File: config.mk
export PLATFORM = sky130hd
export DESIGN_NAME = efrs_top
export DESIGN_NICKNAME = d
export VERILOG_FILES = /design/src/core/efrs_top.v
export VERILOG_INCLUDE_DIRS = /design/src /design/src/core
export SDC_FILE = /design/constraint.sdc
export NUM_CORES = 1
export LEC_CHECK = 0
export ABC_CLOCK_PERIOD_IN_PS = 18100
export BUFFER_PORTS_ARGS = -buffer_cell sky130_fd_sc_hd__clkbuf_2
export CORE_MARGIN = 4
export CORE_UTILIZATION = 51
export DETAILED_ROUTE_END_ITERATION = 7
export PLACE_DENSITY = 0.7
export REMOVE_ABC_BUFFERS = 1
export SYNTH_ARGS = -nofsm -noshare
export SYNTH_HDL_FRONTEND = slang
export SYNTH_SLANG_ARGS = --single-unit
File: constraint.sdc
create_clock -name ref_clk -period 18.1 [get_ports ref_clk]
set_input_delay 1.81 -clock ref_clk [delete_from_list [all_inputs] [get_ports ref_clk]]
set_output_delay 1.81 -clock ref_clk [all_outputs]
set_load 0.1 [all_outputs]
File: src/core/efrs_map.vh
// constants of the earth-fault recorder settings and records block
`ifndef EFRS_MAP_VH
`define EFRS_MAP_VH

// recorded register address codes, also shown as the leftmost display digit
`define EFRS_REG_CTRL      4'h0
`define EFRS_REG_MAXCUR    4'h1
`define EFRS_REG_LOWCNT    4'h2
`define EFRS_REG_HIGHCNT   4'h3
`define EFRS_REG_LOWDUR    4'h4
`define EFRS_REG_HIGHDUR   4'h5
`define EFRS_REG_COMM      4'hA

// display digit codes
`define EFRS_DIGIT_BLANK   4'hF
`define EFRS_DIGIT_ZERO    4'h0

// indicator reset mode bit positions and factory value
`define EFRS_IND_LOW_START  0
`define EFRS_IND_LOW_OP     1
`define EFRS_IND_HIGH_START 2
`define EFRS_IND_HIGH_OP    3
`define EFRS_IND_RESET      4'hA

// function switch positions of the high-set time range pair
`define EFRS_FSW_HTIME_LO  6
`define EFRS_FSW_HTIME_HI  7

// high-set time unit per range, in ms per knob step
`define EFRS_HUNIT_SHORT_MS 17'h0000A
`define EFRS_HUNIT_MID_MS   17'h00064
`define EFRS_HUNIT_LONG_MS  17'h003E8

// serial rate codes: 300, 1200, 2400, 4800, 9600 Bd
`define EFRS_RATE_300      3'h0
`define EFRS_RATE_1200     3'h1
`define EFRS_RATE_2400     3'h2
`define EFRS_RATE_4800     3'h3
`define EFRS_RATE_9600     3'h4
`define EFRS_RATE_RESET    3'h4

// software write selectors
`define EFRS_SEL_INDICATOR 2'h0
`define EFRS_SEL_ADDRESS   2'h1
`define EFRS_SEL_RATE      2'h2
`define EFRS_SEL_PASSWORD  2'h3
`define EFRS_SUBMENU_IND   2'h3

// reset values of the communication settings
`define EFRS_ADDR_RESET    8'h01
`define EFRS_PW_RESET      8'h00

// timing: clock rate, 1 ms record tick, scroll step of the interruption counter
`define EFRS_CLK_HZ        40000000
`define EFRS_TICK_MS       1
`define EFRS_SCROLL_MS     10
`define EFRS_PCT_STEP      17'h00064
`define EFRS_PCT_TRIP      8'h64
`define EFRS_PCT_RUN_MAX   8'h63

`endif

File: src/core/efrs_top.v
// settings decode, recorded data and display of a two-stage earth-fault recorder
// Function
// high-set time range from two switches
// each stage indicator self or manual reset
// indicator setting weights 1,2,4,8 mean manual
// factory indicator setting is 10
// board switches route start and control signals
// leftmost digit address, three digits value
// maximum current follows peaks and operation
// count low-set starts 0 to 255
// count high-set starts 0 to 255
// low-set start duration percent, trip gives 100
// high-set start duration percent, trip gives 100
// rightmost control digit encodes blocking state
// middle digit zero, third digit remote reset
// trip test entered from control register position
// serial rate selectable, default 9600 Bd
// interruption counter zero or scrolling 0..255
// password gates remote parameter change
// module address selects module on bus
// dark after last register, step restarts
// measured current on three right digits
// indicator group written in third submenu
// clear records 1-5, keep comm settings
// start counters saturate at 255
`timescale 1ns/1ps
`default_nettype none
`include "efrs_map.vh"

module efrs_top #(
	parameter TICK_CYCLES   = `EFRS_CLK_HZ / 1000 * `EFRS_TICK_MS,
	parameter SCROLL_TICKS  = `EFRS_SCROLL_MS
) (
	// clock and reset
	input  wire        ref_clk,
	input  wire        rst_b,
	// switch groups
	input  wire [7:0]  function_switch_group,
	input  wire [7:0]  board_routing_switch_group,
	// stage state from the protection logic
	input  wire        low_set_stage_start,
	input  wire        low_set_stage_trip,
	input  wire        high_set_stage_start,
	input  wire        high_set_stage_trip,
	input  wire [16:0] low_set_optime_ms,
	input  wire [6:0]  high_set_time_knob,
	// measured neutral current, three bcd digits
	input  wire [11:0] meas_current,
	// external control inputs and power monitor
	input  wire [4:0]  ext_ctrl,
	input  wire        aux_power_fail,
	// front panel push-buttons, one-cycle pulses
	input  wire        step_btn,
	input  wire        reset_btn,
	input  wire        test_btn,
	input  wire        sub_btn,
	// software settings write
	input  wire        sw_wr,
	input  wire [1:0]  sw_sel,
	input  wire [1:0]  sw_submenu,
	input  wire [7:0]  sw_data,
	// serial bus side
	input  wire        comm_ok,
	input  wire        clear_records_command,
	input  wire [7:0]  bus_addr,
	input  wire [7:0]  bus_password,
	input  wire [3:0]  ser_rd_addr,
	// indicators and routed signals
	output reg  [3:0]  led,
	output reg  [2:0]  ar_start,
	output reg         block_low,
	output reg         block_high,
	output reg         remote_reset,
	output reg         ctrl_aux,
	// settings outputs
	output reg  [16:0] high_optime_ms,
	output reg  [2:0]  baud_rate,
	output reg         addr_match,
	output reg         remote_set_enable,
	output reg         trip_test_mode,
	// display and serial read data
	output reg  [15:0] disp,
	output reg  [11:0] ser_rd_data
);

	// menu positions
	localparam [3:0] M_CUR   = 4'h0;
	localparam [3:0] M_R1    = 4'h1;
	localparam [3:0] M_R2    = 4'h2;
	localparam [3:0] M_R3    = 4'h3;
	localparam [3:0] M_R4    = 4'h4;
	localparam [3:0] M_R5    = 4'h5;
	localparam [3:0] M_R0    = 4'h6;
	localparam [3:0] M_RA    = 4'h7;
	localparam [3:0] M_DARK  = 4'h8;

	// binary 0..255 to three bcd digits
	function [11:0] to_bcd;
		input [7:0] bin;
		reg   [19:0] sh;
		integer      i;
		begin
			sh = {12'h000, bin};
			for (i = 0; i < 8; i = i + 1) begin
				if (sh[11:8] > 4'h4)
					sh[11:8] = sh[11:8] + 4'h3;
				if (sh[15:12] > 4'h4)
					sh[15:12] = sh[15:12] + 4'h3;
				if (sh[19:16] > 4'h4)
					sh[19:16] = sh[19:16] + 4'h3;
				sh = {sh[18:0], 1'b0};
			end
			to_bcd = sh[19:8];
		end
	endfunction

	// state
	reg [15:0] tick_cnt_reg;
	reg        tick_reg;
	reg [7:0]  scroll_cnt_reg;
	reg [3:0]  ind_mode_reg;
	reg [3:0]  led_reg;
	reg [11:0] max_cur_reg;
	reg [7:0]  cnt_reg [0:1];
	reg [7:0]  pct_reg [0:1];
	reg [17:0] acc_reg [0:1];
	reg        trip_seen_reg [0:1];
	reg [1:0]  start_d_reg;
	reg [1:0]  trip_d_reg;
	reg [7:0]  addr_reg;
	reg [2:0]  rate_reg;
	reg [7:0]  pw_reg;
	reg [7:0]  intr_cnt_reg;
	reg [3:0]  menu_reg;
	reg [1:0]  sub_reg;
	reg        test_reg;

	// combinational helpers
	wire [1:0]  start_now = {high_set_stage_start, low_set_stage_start};
	wire [1:0]  trip_now  = {high_set_stage_trip, low_set_stage_trip};
	wire [1:0]  start_rise = start_now & ~start_d_reg;
	wire        trip_rise  = |(trip_now & ~trip_d_reg);
	wire [4:0]  ctrl_routed = ext_ctrl & board_routing_switch_group[7:3];
	wire        blk_low_w  = ctrl_routed[0] | ctrl_routed[2];
	wire        blk_high_w = ctrl_routed[1] | ctrl_routed[2];
	// both buttons together clear records and indicators instead of stepping the menu
	wire        both_btn   = step_btn & reset_btn;
	wire        clear_rec  = both_btn | clear_records_command | aux_power_fail;
	wire [3:0]  ind_event  = {high_set_stage_trip, high_set_stage_start,
	                          low_set_stage_trip, low_set_stage_start};
	wire        ind_clear  = (reset_btn & ~step_btn) | ctrl_routed[3] | both_btn;
	reg  [16:0] hunit;
	reg  [16:0] optime [0:1];
	reg  [11:0] ctrl_value;
	reg  [15:0] disp_next;
	reg  [11:0] ser_next;
	reg  [3:0]  led_next;
	integer     s;
	integer     b;

	// high-set time unit from the range switch pair; 10 and 01 share a range
	always @* begin
		case ({function_switch_group[`EFRS_FSW_HTIME_HI],
		       function_switch_group[`EFRS_FSW_HTIME_LO]})
			2'b00: hunit = `EFRS_HUNIT_SHORT_MS;
			2'b11: hunit = `EFRS_HUNIT_LONG_MS;
			default: hunit = `EFRS_HUNIT_MID_MS;
		endcase
		optime[0] = low_set_optime_ms;
		optime[1] = hunit * {10'h000, high_set_time_knob};
	end

	// record tick divider: percentages advance in whole milliseconds
	always @(posedge ref_clk) begin
		if (!rst_b) begin
			tick_cnt_reg <= 16'h0000;
			tick_reg     <= 1'b0;
		end else if (tick_cnt_reg == TICK_CYCLES[15:0] - 16'h0001) begin
			tick_cnt_reg <= 16'h0000;
			tick_reg     <= 1'b1;
		end else begin
			tick_cnt_reg <= tick_cnt_reg + 16'h0001;
			tick_reg     <= 1'b0;
		end
	end

	// indicators: manual bits latch, set wins over clear; others follow
	always @* begin
		for (b = 0; b < 4; b = b + 1) begin
			if (ind_mode_reg[b])
				led_next[b] = (led_reg[b] & ~ind_clear) | ind_event[b];
			else
				led_next[b] = ind_event[b];
		end
	end

	always @(posedge ref_clk) begin
		if (!rst_b)
			led_reg <= 4'h0;
		else
			led_reg <= led_next;
	end

	// software settings; indicator group only from its submenu
	always @(posedge ref_clk) begin
		if (!rst_b) begin
			ind_mode_reg <= `EFRS_IND_RESET;
			addr_reg     <= `EFRS_ADDR_RESET;
			rate_reg     <= `EFRS_RATE_RESET;
			pw_reg       <= `EFRS_PW_RESET;
		end else if (sw_wr) begin
			case (sw_sel)
				`EFRS_SEL_INDICATOR: begin
					if (sw_submenu == `EFRS_SUBMENU_IND)
						ind_mode_reg <= sw_data[3:0];
				end
				`EFRS_SEL_ADDRESS: addr_reg <= sw_data;
				`EFRS_SEL_RATE: begin
					// codes above 9600 Bd are not rates; keep the old one
					if (sw_data[2:0] <= `EFRS_RATE_9600)
						rate_reg <= sw_data[2:0];
				end
				default: pw_reg <= sw_data;
			endcase
		end
	end

	// maximum current; operation captures the present value
	always @(posedge ref_clk) begin
		if (!rst_b)
			max_cur_reg <= 12'h000;
		else if (clear_rec)
			max_cur_reg <= 12'h000;
		else if (trip_rise)
			max_cur_reg <= meas_current;
		else if (meas_current > max_cur_reg)
			max_cur_reg <= meas_current;
	end

	// start counters and duration percentages for both stages
	always @(posedge ref_clk) begin
		if (!rst_b) begin
			start_d_reg <= 2'b00;
			trip_d_reg  <= 2'b00;
			for (s = 0; s < 2; s = s + 1) begin
				cnt_reg[s]       <= 8'h00;
				pct_reg[s]       <= 8'h00;
				acc_reg[s]       <= 18'h00000;
				trip_seen_reg[s] <= 1'b0;
			end
		end else begin
			start_d_reg <= start_now;
			trip_d_reg  <= trip_now;
			for (s = 0; s < 2; s = s + 1) begin
				if (clear_rec) begin
					cnt_reg[s]       <= 8'h00;
					pct_reg[s]       <= 8'h00;
					acc_reg[s]       <= 18'h00000;
					trip_seen_reg[s] <= 1'b0;
				end else begin
					if (start_rise[s] && cnt_reg[s] != 8'hFF)
						cnt_reg[s] <= cnt_reg[s] + 8'h01;
					// a trip in the cycle of a new start still reads full scale
					if (trip_now[s]) begin
						pct_reg[s]       <= `EFRS_PCT_TRIP;
						trip_seen_reg[s] <= 1'b1;
					end else if (start_rise[s]) begin
						pct_reg[s]       <= 8'h00;
						acc_reg[s]       <= 18'h00000;
						trip_seen_reg[s] <= 1'b0;
					end else if (trip_seen_reg[s]) begin
						pct_reg[s] <= `EFRS_PCT_TRIP;
					end else if (start_now[s]) begin
						// one subtraction per cycle is ample between ms ticks
						if (tick_reg)
							acc_reg[s] <= acc_reg[s] + {1'b0, `EFRS_PCT_STEP};
						else if (optime[s] != 17'h00000 &&
						         acc_reg[s] >= {1'b0, optime[s]} &&
						         pct_reg[s] < `EFRS_PCT_RUN_MAX) begin
							acc_reg[s] <= acc_reg[s] - {1'b0, optime[s]};
							pct_reg[s] <= pct_reg[s] + 8'h01;
						end
					end
				end
			end
		end
	end

	// interruption counter: zero when healthy, scrolls when disturbed
	always @(posedge ref_clk) begin
		if (!rst_b) begin
			scroll_cnt_reg <= 8'h00;
			intr_cnt_reg   <= 8'h00;
		end else if (comm_ok) begin
			scroll_cnt_reg <= 8'h00;
			intr_cnt_reg   <= 8'h00;
		end else if (tick_reg) begin
			if (scroll_cnt_reg == SCROLL_TICKS[7:0] - 8'h01) begin
				scroll_cnt_reg <= 8'h00;
				intr_cnt_reg   <= intr_cnt_reg + 8'h01;
			end else begin
				scroll_cnt_reg <= scroll_cnt_reg + 8'h01;
			end
		end
	end

	// display menu walk; the combined press is a clear, not a step
	always @(posedge ref_clk) begin
		if (!rst_b) begin
			menu_reg <= M_CUR;
			sub_reg  <= 2'h0;
			test_reg <= 1'b0;
		end else begin
			if (step_btn && !reset_btn) begin
				sub_reg <= 2'h0;
				case (menu_reg)
					M_DARK: menu_reg <= M_CUR;
					default: menu_reg <= menu_reg + 4'h1;
				endcase
			end else if (sub_btn && menu_reg == M_RA) begin
				sub_reg <= sub_reg + 2'h1;
			end
			if (test_btn && menu_reg == M_R0)
				test_reg <= ~test_reg;
			else if (menu_reg != M_R0)
				test_reg <= 1'b0;
		end
	end

	// control register digits and display/serial selection
	always @* begin
		ctrl_value = {3'b000, remote_reset_w(ctrl_routed), `EFRS_DIGIT_ZERO,
		              2'b00, blk_high_w, blk_low_w};
		case (menu_reg)
			M_CUR:  disp_next = {`EFRS_DIGIT_BLANK, meas_current};
			M_R1:   disp_next = {`EFRS_REG_MAXCUR, max_cur_reg};
			M_R2:   disp_next = {`EFRS_REG_LOWCNT, to_bcd(cnt_reg[0])};
			M_R3:   disp_next = {`EFRS_REG_HIGHCNT, to_bcd(cnt_reg[1])};
			M_R4:   disp_next = {`EFRS_REG_LOWDUR, to_bcd(pct_reg[0])};
			M_R5:   disp_next = {`EFRS_REG_HIGHDUR, to_bcd(pct_reg[1])};
			M_R0:   disp_next = {`EFRS_REG_CTRL, ctrl_value};
			M_RA: begin
				case (sub_reg)
					2'h0: disp_next = {`EFRS_REG_COMM, to_bcd(addr_reg)};
					2'h1: disp_next = {`EFRS_REG_COMM, 9'h000, rate_reg};
					2'h2: disp_next = {`EFRS_REG_COMM, to_bcd(intr_cnt_reg)};
					default: disp_next = {`EFRS_REG_COMM, to_bcd(pw_reg)};
				endcase
			end
			default: disp_next = {4{`EFRS_DIGIT_BLANK}};
		endcase
		case (ser_rd_addr)
			`EFRS_REG_CTRL:    ser_next = ctrl_value;
			`EFRS_REG_MAXCUR:  ser_next = max_cur_reg;
			`EFRS_REG_LOWCNT:  ser_next = to_bcd(cnt_reg[0]);
			`EFRS_REG_HIGHCNT: ser_next = to_bcd(cnt_reg[1]);
			`EFRS_REG_LOWDUR:  ser_next = to_bcd(pct_reg[0]);
			`EFRS_REG_HIGHDUR: ser_next = to_bcd(pct_reg[1]);
			`EFRS_REG_COMM:    ser_next = to_bcd(addr_reg);
			default:           ser_next = 12'h000;
		endcase
	end

	// remote reset digit of the control register, taken from routed control input 3
	function remote_reset_w;
		input [4:0] routed;
		begin
			remote_reset_w = routed[3];
		end
	endfunction

	// registered outputs
	always @(posedge ref_clk) begin
		if (!rst_b) begin
			led               <= 4'h0;
			ar_start          <= 3'h0;
			block_low         <= 1'b0;
			block_high        <= 1'b0;
			remote_reset      <= 1'b0;
			ctrl_aux          <= 1'b0;
			high_optime_ms    <= 17'h00000;
			baud_rate         <= `EFRS_RATE_RESET;
			addr_match        <= 1'b0;
			remote_set_enable <= 1'b0;
			trip_test_mode    <= 1'b0;
			disp              <= {4{`EFRS_DIGIT_BLANK}};
			ser_rd_data       <= 12'h000;
		end else begin
			led               <= led_reg;
			ar_start          <= board_routing_switch_group[2:0] &
			                     {low_set_stage_start | high_set_stage_start,
			                      high_set_stage_start, low_set_stage_start};
			block_low         <= blk_low_w;
			block_high        <= blk_high_w;
			remote_reset      <= ctrl_routed[3];
			ctrl_aux          <= ctrl_routed[4];
			high_optime_ms    <= optime[1];
			baud_rate         <= rate_reg;
			addr_match        <= (bus_addr == addr_reg);
			remote_set_enable <= (bus_addr == addr_reg) && (bus_password == pw_reg);
			trip_test_mode    <= test_reg;
			disp              <= disp_next;
			ser_rd_data       <= ser_next;
		end
	end

endmodule
`default_nettype wire

==> metrics list <==
- The initial antenna violation count was 0.
* Congestion Overflow GR: 0
- Placed wire-length estimate: 39.74 mm
- Setup Buffers After CTS: 0
- Sequential area share after synthesis: 26.35%
- In this run the deepest clock path goes through 3 buffers.
- Pwr dens: 83.01 mW/mm^2
- Max transition margin: between 30% and 40%
* Ant. Diodes: 0
- R2r startpoint: intr_cnt_reg[5]$_SDFFE_PP0P_
* Die Area: between 0.04 and 0.05 mm^2
* Aggregate global-route resource usage: 24.01%
* Fraction of layout cells with a size suffix above 1: approximately 11%
- The cell sitting at the root of the clock tree is a sky130_fd_sc_hd__clkbuf_16.
* Number of remaining DRC errors: 0
- Detailed routing inserted a total of ~17000 vias.
- The initialized floorplan defines 70 standard-cell rows.
* Placed Instances: 2800
- Synth-to-Final Area Change: 11.21%
- From left edge to right edge, the die measures 200.6 um.
- Highest ir drop seen on vdd: 0.0001319 V
* Final setup TNS: 0 ps
- In this run the static leakage power is around 9 nW.
* Most common flop cell mapped by yosys: sky130_fd_sc_hd__dfxtp_1
* Number of clock sinks: 214
- Final Worst Setup Slack: 9223 ps
* CP peak stage delay: 700 ps
- For this design, the CTS-stage hold fixing added 0 buffers.
- The worst register-to-register path has a setup slack of 11850 ps.
* Core region area: ~0.037 mm^2
- The final count of hold timing violations came to 0.
* Min Clock Period, post-route: approximately 8900 ps
* Clock tree from TritonCTS: done
- Net load switching power: between 0.6 and 0.7 mW
- STA puts the critical path data required time at about 18000 ps.
- The internal power of the cells totals 1.079 mW.
- Buffers inserted during clock tree synthesis total 26.
- The final count of pins violating max slew came to 0.
* Critical path destination: acc_reg[1][17]$_SDFFCE_PN0P_
- The share of total power dissipated in the clock network is 30.9%.
- For this block, the routed nets add up to between 50 and 60 mm of wire.
* R2R cell count: 24
- At the worst endpoint, the arrival time is between 8000 and 9000 ps.
- In the layout the commonest cells are sky130_fd_sc_hd__ha_1 (223), sky130_fd_sc_hd__inv_1 (222), sky130_fd_sc_hd__nor2_1 (193).
- Of all nets on the critical path, the largest fanout is 23.
- approximately 170 I/O pins were placed.
- Number of global-route vias before repair: between 15000 and 20000
- Across the run, the number of max-cap violations was 0.
- Share of the core filled with cells: a little under three fifths
- Buffers plus inverters on the worst setup path: 5
* Achievable clock frequency: 0.1127 GHz
- STA classifies the critical path startpoint as a primary input.
- Yosys mapped the design onto 93 distinct sky130hd cell types.
- On the critical path the largest part of the delay comes from adder cells.
* Category of the worst setup path capture point: flip-flop
- Critical Setup Path Class: in2reg
- Final period utilization: around half
- Number of detailed-routing iterations run before antenna repair: 6
- Clk slew on worst S/H paths: around 50 ps
- The first global-routing pass estimated 81.74 mm of wire.
- Synthesis handed over a netlist of roughly 2200 instances.
- Comb pwr share: 38.0%
- Averaged over all synthesized cells, the footprint is ~8.5 um^2.
* Initial core utilization: about half
- Critical path depth: 26
- After the first detailed-routing iteration, the DRC count stood at approximately 1100.
* Fraction of registers with async set or reset after synthesis: 0%
* Run status: completed
- The critical path starts at function_switch_group[6].
- CTS built an H-tree with a depth of 1.
- After detailed routing, the average wire length per cell comes to about 18 um.
- The synthesized netlist occupies a cell area of ~0.019 mm^2.
- Routability Congestion: just over 1
* Worst clock skew on the final layout: between 10 and 15 ps
* Die height: 200.6 um
- Number of vias per cell after detailed routing: between 5 and 6
- Layout Nets: 2715
* Number of flops mapped to enable cells by yosys: 70
- Number of register bits inferred by synthesis: 214
- Pin count of the biggest net entering global routing: 32
- Setup violations remaining at the end of the flow were counted as 0.
- Largest register FFs: 36
- The library cell used most frequently in the layout, excluding fill and tap cells, is sky130_fd_sc_hd__ha_1.
- Transition time at the pin with the least slew margin: around 1000 ps
- Slowest CP cell: sky130_fd_sc_hd__nand3_1
- RSZ-0062 raised after global routing: false
- Net switching is approximately two fifths of the power.
- During placement, the flow inserted port buffers numbering 157.
- The worst register-to-register path ends at disp[3]$_SDFF_PN1_.
- At the placement stage, the worst setup path has a slack of 8748 ps.
- Proportion of power drawn by flip-flops and latches: between 30% and 40%
* Count of warnings emitted by yosys: 0
- After clock tree synthesis, the repair step resized 0 gates.
- The later pin in the worst-skew pair is clocked with a latency of about 550 ps.
* Post-route insts no fill: roughly 2800
* Antenna-violating nets left: 0
- The min-delay analysis places its worst path in the category reg2reg.
## how the worst min path moves through the flow
stage	from	endpoint	slack, ps	cells after the start
final	led_reg[2]$_SDFF_PN0_	led[2]$_SDFF_PN0_	460	1
after global routing	ind_mode_reg[3]$_SDFFE_PN1P_	led_reg[3]$_SDFF_PN0_	480	2
after CTS	ind_mode_reg[3]$_SDFFE_PN1P_	led_reg[3]$_SDFF_PN0_	460	2
after detailed placement	led_reg[2]$_SDFF_PN0_	led[2]$_SDFF_PN0_	450	1
after global placement	tick_cnt_reg[0]$_SDFF_PP0_	tick_cnt_reg[0]$_SDFF_PP0_	450	1
after floorplan	tick_cnt_reg[0]$_SDFF_PP0_	tick_cnt_reg[0]$_SDFF_PP0_	430	1
## cells in the mapped netlist, drive strengths merged (18+ instances only)
cell      n  area (um^2)
xor2     62        543.0
mux2i    78        780.8
a22oi    27        202.7
or2      25        158.9
nor2    194        730.7
clkbuf   42        157.7
nand2   151        566.8
nand4    30        187.7
a31oi    18        142.6
nor3     45        225.2
and2     49        309.0
xnor2   119         1042
and3     32        200.2
o22ai    32        200.2
dfxtp   144         2883
a21oi   113        569.3
nor2b    27        168.9
ha      223         2790
or3      20        130.1
nand3    56        280.3
a21o     27        204.0
inv     223        837.1
nor4     24        150.1
o211ai   24        180.2
o21ai    53        265.3
fa       29        580.6
edfxtp   70         2102
mux2     21        236.5
nand2b   46        287.8
a211oi   23        177.7
## routing by layer
layer / up-vias / routed length, um / global-route usage, %
li1: 8169 / - / -
met1: 7908 / 22320 / 31.04
met2: 429 / 23810 / 41.22
met3: 103 / 2473 / 3.215
met4: 0 / 1787 / 8.677
met5: - / 0 / 0
## metrics by stage
stage / instance area (um^2) / hold slack, ps / total power [mW]
after floorplan: 18720 / 429.8 / 1.062
after global placement: 20140 / 445.3 / 1.191
after detailed placement: 20140 / 450.0 / 1.206
after CTS: 21030 / 457.7 / 1.755
after global routing: 21030 / 480.1 / 1.851
final: 21030 / 460.8 / 1.746
## kinds of logic (layout without fill, tap and decap cells)
kind of cell             after synthesis  after routing  synth area share, %
AND/OR/NAND/NOR                      732            732                19.39
other                                  1              2              0.01983
adder cells (fa/ha/maj)              252            252                17.82
buffers and inverters                277            438                5.557
multiplexers                          99             99                5.378
flip-flops                           214            214                26.35
AO/OA/AOI/OAI                        462            462                17.10
XOR/XNOR                             181            181                8.381
## cell type report
| type | count | area, um^2 |
|---|---|---|
| Fill cell | 3357 | 15580 |
| Multi-Input combinational cell | 1728 | 12880 |
| Sequential cell | 214 | 4985 |
| Inverter | 226 | 848.3 |
| Timing Repair Buffer | 164 | 838.3 |
| Clock buffer | 42 | 833.3 |
| Tap cell | 468 | 585.6 |
| Clock inverter | 6 | 61.31 |
## power by group through the flow
stage                     Sequential (mW)  Clock (mW)  Combinational, mW
after global placement              0.552           0              0.639
after CTS                           0.543       0.552              0.659
after floorplan                     0.652           0              0.410
after global routing                0.546       0.573              0.732
after detailed placement            0.553           0              0.653
final                               0.543       0.540              0.663
(Power assumes the default switching activity.)
